$ cat src/rtl/rtdm_pkg.sv
// constants shared by the table-read and d-move execution logic
package rtdm_pkg;
   // ************************************************
   // widths and codes
   // ************************************************
   localparam int         RTDM_IW         = 10;
   localparam int         RTDM_PCW        = 12;
   localparam int         RTDM_LOW_W      = 7;
   localparam int         RTDM_PAGE_W     = 5;
   localparam logic [4:0] RTDM_TABLE_OP   = 5'h04;
   localparam logic [9:0] RTDM_DMOVE_OP   = 10'h051;
   localparam int         RTDM_TABLE_CYC  = 3;
   localparam int         RTDM_DMOVE_CYC  = 1;
   localparam logic [2:0] RTDM_SP_RST     = 3'h7;
   localparam logic [11:0] RTDM_PC_RST    = 12'h000;
   // ************************************************
   // sequencer states
   // ************************************************
   typedef enum logic [2:0] {
      RTDM_IDLE  = 3'b001,
      RTDM_FETCH = 3'b010,
      RTDM_POP   = 3'b100
   } rtdm_state_e;
endpackage

$ cat src/rtl/rtdm_decode.sv
// instruction word decoder for table read and d move
`timescale 1ns/1ps
module rtdm_decode
   import rtdm_pkg::*;
(
   input  wire logic [9:0] instr,       // instruction word
   output logic            is_table,    // table read decoded
   output logic            is_dmove,    // d move decoded
   output logic [4:0]      page         // page operand
);
   // fixed upper five bits select table read
   assign is_table = (instr[9:5] == RTDM_TABLE_OP);
   assign is_dmove = (instr == RTDM_DMOVE_OP);
   assign page     = instr[4:0];
endmodule

$ cat src/rtl/rtdm_core.sv
// execution logic for the table-read and d-move instructions
`timescale 1ns/1ps
module rtdm_core
   import rtdm_pkg::*;
#(
   parameter int SP_W = 3              // stack index width
)
(
   input  wire logic             sys_clk,      // 40 mhz core clock
   input  wire logic             rst,          // sync reset, high
   input  wire logic             ce,           // clock enable
   input  wire logic             instr_valid,  // instr present
   input  wire logic [9:0]       instr,        // instruction word
   input  wire logic [11:0]      pc_in,        // current pc
   input  wire logic [2:0]       d_index_reg,  // register d
   input  wire logic [3:0]       acc_in,       // accumulator value
   input  wire logic [7:0]       rom_data,     // rom byte, next cycle
   output logic [11:0]           rom_addr,     // program memory addr
   output logic [3:0]            acc_out,      // new accumulator
   output logic                  acc_we,       // accumulator write
   output logic [3:0]            b_out,        // new register b
   output logic                  b_we,         // register b write
   output logic [11:0]           pc_out,       // pc override
   output logic                  pc_we,        // pc override write
   output logic                  busy,         // multi-cycle stall
   output logic [SP_W-1:0]       stack_index,  // return stack index
   output logic                  carry_we,     // carry write, never
   output logic                  skip_next     // skip request, never
);
   logic                is_table;
   logic                is_dmove;
   logic [4:0]          page;
   rtdm_state_e         state_reg;
   logic [11:0]         return_stack [2**SP_W];

   // function: table address from page, d and accumulator
   function automatic logic [11:0] tbl_addr(input logic [4:0] p,
                                            input logic [2:0] d,
                                            input logic [3:0] a);
      tbl_addr = {p, d, a};
   endfunction

   rtdm_decode u_dec (
      .instr    (instr),
      .is_table (is_table),
      .is_dmove (is_dmove),
      .page     (page)
   );

   wire logic start_tbl = ce && instr_valid && is_table &&
                          (state_reg == RTDM_IDLE);
   wire logic start_dmv = ce && instr_valid && is_dmove &&
                          (state_reg == RTDM_IDLE);

   // ************************************************
   // sequencer
   // ************************************************
   // three cycles: push/address, fetch byte, pop
   always_ff @(posedge sys_clk) begin
      if (rst) begin
         state_reg <= RTDM_IDLE;
      end else if (ce) begin
         unique case (state_reg)
            RTDM_IDLE: begin
               if (start_tbl) begin
                  state_reg <= RTDM_FETCH;
               end
            end
            RTDM_FETCH: begin
               state_reg <= RTDM_POP;
            end
            RTDM_POP: begin
               state_reg <= RTDM_IDLE;
            end
         endcase
      end
   end

   // ************************************************
   // return stack
   // ************************************************
   // push on entry, pop on exit; no overflow check, software
   // must leave a spare level
   always_ff @(posedge sys_clk) begin
      if (rst) begin
         stack_index <= SP_W'(RTDM_SP_RST);
      end else if (ce) begin
         if (start_tbl) begin
            stack_index <= stack_index + 1'b1;
         end else if (state_reg == RTDM_POP) begin
            stack_index <= stack_index - 1'b1;
         end
      end
   end

   // stack entry written at the incremented index
   always_ff @(posedge sys_clk) begin
      if (ce && start_tbl) begin
         return_stack[stack_index + 1'b1] <= pc_in;
      end
   end

   // ************************************************
   // memory address and byte transfer
   // ************************************************
   always_ff @(posedge sys_clk) begin
      if (rst) begin
         rom_addr <= RTDM_PC_RST;
      end else if (ce && start_tbl) begin
         rom_addr <= tbl_addr(page, d_index_reg, acc_in);
      end
   end

   // results: byte split, or d copied with bit 3 cleared
   always_ff @(posedge sys_clk) begin
      if (rst) begin
         acc_out <= 4'h0;
         b_out   <= 4'h0;
         acc_we  <= 1'b0;
         b_we    <= 1'b0;
      end else if (ce) begin
         acc_we <= 1'b0;
         b_we   <= 1'b0;
         if (state_reg == RTDM_FETCH) begin
            b_out   <= rom_data[7:4];
            acc_out <= rom_data[3:0];
            acc_we  <= 1'b1;
            b_we    <= 1'b1;
         end else if (start_dmv) begin
            acc_out <= {1'b0, d_index_reg};
            acc_we  <= 1'b1;
         end
      end
   end

   // pc restored from the stack entry at the pop
   always_ff @(posedge sys_clk) begin
      if (rst) begin
         pc_out <= RTDM_PC_RST;
         pc_we  <= 1'b0;
      end else if (ce) begin
         // pc_out keeps its last value, only pc_we marks it fresh
         pc_we <= 1'b0;
         if (state_reg == RTDM_POP) begin
            pc_out <= return_stack[stack_index];
            pc_we  <= 1'b1;
         end
      end
   end

   // busy covers the two extra cycles of the table read
   always_ff @(posedge sys_clk) begin
      if (rst) begin
         busy <= 1'b0;
      end else if (ce) begin
         busy <= start_tbl || (state_reg == RTDM_FETCH);
      end
   end

   // neither instruction touches carry or skip
   always_ff @(posedge sys_clk) begin
      if (rst) begin
         carry_we  <= 1'b0;
         skip_next <= 1'b0;
      end else if (ce) begin
         carry_we  <= 1'b0;
         skip_next <= 1'b0;
      end
   end

   // ************************************************
   // assertions
   // ************************************************
   // push lands one above the resting index, wrapping at the top
   a_tbl_push: assert property (
      @(posedge sys_clk) disable iff (rst)
      start_tbl |=> stack_index == SP_W'($past(stack_index) + 1'b1))
      else $error("stack index not pushed");

   // after three enabled cycles the index is back where it began
   a_tbl_push_pop: assert property (
      @(posedge sys_clk) disable iff (rst)
      start_tbl ##1 ce ##1 ce |=>
      stack_index == $past(stack_index, 3))
      else $error("stack index not restored");

   // fetch address is page, then d, then accumulator
   a_tbl_addr: assert property (
      @(posedge sys_clk) disable iff (rst)
      start_tbl |=> rom_addr == {$past(page), $past(d_index_reg),
                                 $past(acc_in)})
      else $error("table address wrong");

   // high nibble to b, low nibble to the accumulator
   a_tbl_split: assert property (
      @(posedge sys_clk) disable iff (rst)
      ce && state_reg == RTDM_FETCH |=>
      b_we && acc_we && b_out == $past(rom_data[7:4]) &&
      acc_out == $past(rom_data[3:0]))
      else $error("byte split wrong");

   // the return pc comes back from the stack entry
   a_tbl_pc_back: assert property (
      @(posedge sys_clk) disable iff (rst)
      start_tbl ##1 ce ##1 ce |=> pc_we && pc_out == $past(pc_in, 3))
      else $error("pc not restored");

   // busy for exactly the two extra cycles of the read
   a_tbl_cycles: assert property (
      @(posedge sys_clk) disable iff (rst)
      start_tbl ##1 ce ##1 ce |-> (busy && $past(busy)) ##1 !busy)
      else $error("table read length wrong");

   // a word offered during the pop is ignored, not executed
   a_busy_refuse: assert property (
      @(posedge sys_clk) disable iff (rst)
      ce && state_reg == RTDM_POP |=> !acc_we && !b_we)
      else $error("instruction taken while busy");

   // d copied into the low bits, b left alone
   a_dmove_val: assert property (
      @(posedge sys_clk) disable iff (rst)
      start_dmv |=> acc_we && !b_we &&
      acc_out == {1'b0, $past(d_index_reg)})
      else $error("d move value wrong");

   // bit 3 is cleared whatever the accumulator held before
   a_dmove_bit3: assert property (
      @(posedge sys_clk) disable iff (rst)
      start_dmv |=> acc_out[3] == 1'b0)
      else $error("d move bit 3 set");

   // carry and skip are never requested by these instructions
   a_no_carry: assert property (
      @(posedge sys_clk) disable iff (rst)
      !carry_we && !skip_next)
      else $error("carry or skip asserted");
endmodule

$ cat config.mk
export PLATFORM = sky130hd
export DESIGN_NAME = rtdm_core
export DESIGN_NICKNAME = d
export VERILOG_FILES = /design/src/rtl/rtdm_pkg.sv /design/src/rtl/rtdm_decode.sv /design/src/rtl/rtdm_core.sv
export SDC_FILE = /design/constraint.sdc
export NUM_CORES = 1
export LEC_CHECK = 0
export BUFFER_PORTS_ARGS = -buffer_cell sky130_fd_sc_hd__buf_2
export CAP_MARGIN = 20
export CORE_MARGIN = 1.5
export CORE_UTILIZATION = 50
export CTS_BUF_LIST = sky130_fd_sc_hd__clkbuf_8
export DETAILED_ROUTE_END_ITERATION = 8
export PLACE_DENSITY_LB_ADDON = 0.3
export SYNTH_ARGS = -nofsm -noshare
export SYNTH_HDL_FRONTEND = slang
export SYNTH_HIERARCHICAL = 1
export SYNTH_SLANG_ARGS = --single-unit
$ cat constraint.sdc
create_clock -name sys_clk -period 3.5 [get_ports sys_clk]
set_input_delay 0.175 -clock sys_clk [delete_from_list [all_inputs] [get_ports sys_clk]]
set_output_delay 0.175 -clock sys_clk [all_outputs]
set_load 0.1 [all_outputs]
Yosys cells after proc, flatten, opt, wreduce, memory -nomap -nowiden. Memory sizes are Yosys's and may differ from the RTL's. A register that Yosys moved wholly into a read port is not among the register bits. Index checks and enable logic that the tools add are counted.

Add/sub/neg operators: 2. Multipliers: 0. Div/mod/pow operators: 0. Magnitude comparators: 0. Equal/unequal tests: 6. Shift-type cells: 0. Muxes and demuxes: 12. Bitwise operators: 0. Reductions and logical operators: 14.

Operator list (number): $eq 10x7->1 const B (1); $reduce_and 2->1 (5); $mux 3 (3); $pmux 3 s3 (1); $mux 4 (2); $logic_and 1x1->1 (6); $mux 1 (6); $eq 5x3->1 const B (1); $reduce_bool 2->1 (2); $add 3x1->3 const B (1); $eq 3x1->1 const B (1); $eq 3x2->1 const B (1); $eq 3x3->1 const B (1); $sub 3x1->3 const B (1); $ne 2x2->1 const B (1); $logic_or 1x1->1 (1).

Bits in registers: 30. Latch bits: 0. Bits in writable memories: 96. Bits in read-only memories: 0. Bits of input ports: 41. Word-level logic and storage cells: 44. Memories: 1.

Memory list: return_stack (depth 8, bits a word 12, read ports 1, clocked after Yosys merged registers in 1, write ports 1, RTL line rtdm_core.sv:34) `logic [11:0] return_stack [2**SP_W];`.

Logic depth before layout (Yosys ltp).
Depth in word-level cells: 6. Gate-level depth with buffers: 9. Depth with buffers taken out: 6.

By module. Netlist, hierarchy kept.

By module, submodules not included: rtdm_core (times used 1, cells an instance 376, area an instance 5316.3 sq um, sequential area each 3723.6 sq um); rtdm_decode (times used 1, cells an instance 10, area an instance 73.8 sq um, sequential area each 0.0 sq um).

Worst setup path before layout. No wires, ideal clock.

Kind: register -> register. From: register stack_index[0]. To: memory return_stack[1][0] (enable). Arrival: 3320 ps. Path slack: -232 ps. Cell stages (with the launch flop): 8. Cells stage by stage: dfxtp_1 > clkbuf_1 > buf_4 > buf_2 > inv_1 > ha_1 > clkbuf_1 > nor4_1.

Cells in the longest elaborated chain, start to end: 1.

Ends and longest elaborated chain: start, declared (RTL line rtdm_core.sv:26) `output logic [SP_W-1:0] stack_index,`; start signal, assigned (RTL line rtdm_core.sv:86) `stack_index <= SP_W'(RTDM_SP_RST);`; start signal, assigned (RTL line rtdm_core.sv:89) `stack_index <= stack_index + 1'b1;`; start signal, assigned (RTL line rtdm_core.sv:91) `stack_index <= stack_index - 1'b1;`; $add 3x1->3 (RTL line rtdm_core.sv:99) `return_stack[stack_index + 1'b1] <= pc_in;`; end, declared (RTL line rtdm_core.sv:34).

Every way passes these cells.

Worst setup path after layout.
From: register stack_index[0]. To: memory return_stack[7][0] (enable).

The elaborated chain is that of the path after synthesis.

==> flow_metrics.tcl <==
set metrics [dict create \
    reg2regPathDepth 4 \
    min_delay_path_depth 3 \
    required_ns 3.55 \
    hpwl_um 8170 \
    swShare_pct 21.6 \
    yosysMostFrequentCell "edfxtp_1" \
    clockBufferDepth 2 \
    antenna_left 0 \
    grt_pass1_wl_um 18800 \
    num_rows 37 \
    drive_gt1_share_pct 25.5 \
    routed_wl_um 12600 \
    synth-edff-count 96 \
    numPortBuffers 79 \
    ys_types 38 \
    fillerInstances 834 \
    ys_warn_count 6 \
    routedWlPerCell_um 19.9 \
    die_x_um 107 \
    cts_tree "done" \
    ctsResizeCount 0 \
    dpl_cell_area_um2 5870 \
    grt_max_degree 43 \
    cellLeakagePower_nw 2.65 \
    ys_seq_area_share_pct 69.1 \
    hp-class "primary input to flip-flop" \
    fin_util_pct 62.0 \
    min_period_over_period_pct 73.9 \
    firstDrtPassIters 5 \
    layout_min_cycle_time_ns 2.59 \
    top_regs "return_stack x96, pc_out x12, rom_addr x12" \
    multiInputGateArea_um2 1500 \
    hold_violations 0 \
    numCtsBuffers 17 \
    power_switching_mw 0.662 \
    p_int_mw 2.40 \
    p_clk_share_pct 39.5 \
    synthFlopType "edfxtp_1" \
    register_area_um2 3720 \
    tns_ns 0 \
    grtUsageMet3_pct 6.69 \
    comb_power_share_pct 3.6 \
    synth.avg_cell_area_um2 14.0 \
    worstPathArrival_ns 2.63 \
    ir_worst_vdd_uv 238 \
    vias 3503 \
    grt_usage_pct 22.9 \
    async_flop_share_pct 0 \
    relSlewSlack_pct 28.5 \
    ys_ff_latch 138 \
    power_mw 3.06 \
    grt-busiest-layer "met2" \
    setup.worst_path.end_class "flip-flop" \
    global_route.usage.met1_pct 28.7 \
    drc 0 \
    cts_setup_buffers 0 \
    root_buffer "clkbuf_8" \
    gp_congestion 0.822 \
    use_met2_pct 37.3 \
    start_util_pct 52.0 \
    slew_viol_final 0 \
    dieArea_um2 11400 \
    status "complete, no violations" \
    worst_pin_slew_ns 1.07 \
    ios 82 \
    critPathLaunchType "flip-flop" \
    fmax_ghz 0.387 \
    clock_sinks 138 \
    fin_nets 525 \
    power_frac_seq_pct 56.9 \
    overflow 0 \
    drt-initial-drc-count 212 \
    num_antenna_cells 0 \
    finalSetupViolCount 0 \
    core_um2 10400 \
    fp.dieH_um 107 \
    largest_reg_flops 96 \
    grt_setup_unrepaired "false" \
    syn_inst 386 \
    finalInstanceArea_um2 6430 \
    yosys.area.top_type "edfxtp_1" \
    avgViaCountPerCell 5.55 \
    synth_top_cell_area_share_pct 53.5 \
    synthTopCellsByArea "edfxtp_1, dfxtp_1, mux2i_1" \
    clock_latency_ns 0.43 \
    critical_path_class "flip-flop to flip-flop" \
    h-tree-depth 4 \
    critPathMaxFanout 18 \
    power.density_nw_per_um2 476 \
    cap_violations 0 \
    grt_pass1_vias 3468 \
    syn_area_um2 5390 \
    largest_register "return_stack" \
    skew_ns 0.0109 \
    area_growth_pct 19.4 \
    netlist_top_cells_count "edfxtp_1, mux2i_1, dfxtp_1" \
    antenna_found_initial 0 \
    clk_pin_slew_ns 0.08 \
]
==> path summary, 6_finish.rpt <==
path                                     from                      endpoint  slack (ns)
hold reg to reg      rom_addr[4]$_SDFFE_PP0P_      rom_addr[4]$_SDFFE_PP0P_        0.45
setup / recovery  stack_index[0]$_SDFFE_PP1P_  return_stack[7][0]$_DFFE_PP_        0.91
hold / removal                    rom_data[1]       acc_out[1]$_SDFFE_PP0P_        0.02
setup reg to reg  stack_index[0]$_SDFFE_PP1P_  return_stack[7][0]$_DFFE_PP_        0.91
==> layout make-up <==
class,instances,share of cell area [%]
multi-input combinational,214,23.4
sequential,138,57.9
inverter,5,0.292
clock buffer,17,3.64
tap,136,2.64
timing repair buffer,106,10.0
clock inverter,15,2.14
==> metrics by stage <==
stage / instances / hold slack, ns / worst slack [ns]
finish: 631 / 0.0171 / 0.914
global placement: 580 / 0.411 / 0.999
global route: 631 / 0.0120 / 0.785
detailed placement: 580 / 0.426 / 0.883
CTS: 631 / 0.00166 / 0.908
floorplan: 387 / 0.274 / -0.232
==> critical path, stage by stage, from the launching register on <==
cell,delay [ns]
dfxtp_2,0.67
inv_1,0.09
ha_1,0.44
nand2_1,0.19
nor3_2,0.81
==> logic make-up after synthesis <==
kind of cell             count (synthesis)  share of synthesized area, %
adder cells (fa/ha/maj)                  2                         0.464
buffers and inverters                   35                          3.53
multiplexers                            52                          9.66
AO/OA/AOI/OAI                           72                          9.22
XOR/XNOR                                 3                         0.488
other                                    1                        0.0696
flip-flops                             138                          69.1
AND/OR/NAND/NOR                         83                          7.50
==> power by group through the flow <==
stage               Clock [mW]  Combinational [mW]  Sequential (mW)
finish                    1.21               0.110             1.74
global route              1.30               0.116             1.74
CTS                       1.23               0.109             1.74
detailed placement           0              0.0926             1.78
global placement             0              0.0900             1.78
floorplan                    0              0.0389             1.79
==> per-layer routing <==
layer	up-vias	share of wire [%]
met2	136	49
met1	1709	43
li1	1635	-
met5	-	0
met3	23	6.1
met4	0	2.4
==> layout by cell type (no fill, tap or decap), types with 17 or more instances in the layout <==
cell,n
a21oi_1,24
clkbuf_8,17
mux2i_1,52
dlygate4sd3_1,19
edfxtp_1,96
dfxtp_1,41
nor2_1,18
a22oi_1,24
buf_2,79
nand2_1,34
==> timing repair <==
action / in CTS / in global routing
endpoints found under the hold margin: 19 / 0
endpoints found under the setup margin: 0 / 0
hold buffers: 19 / 0
No activity file was read; power rests on OpenSTA's default activity.
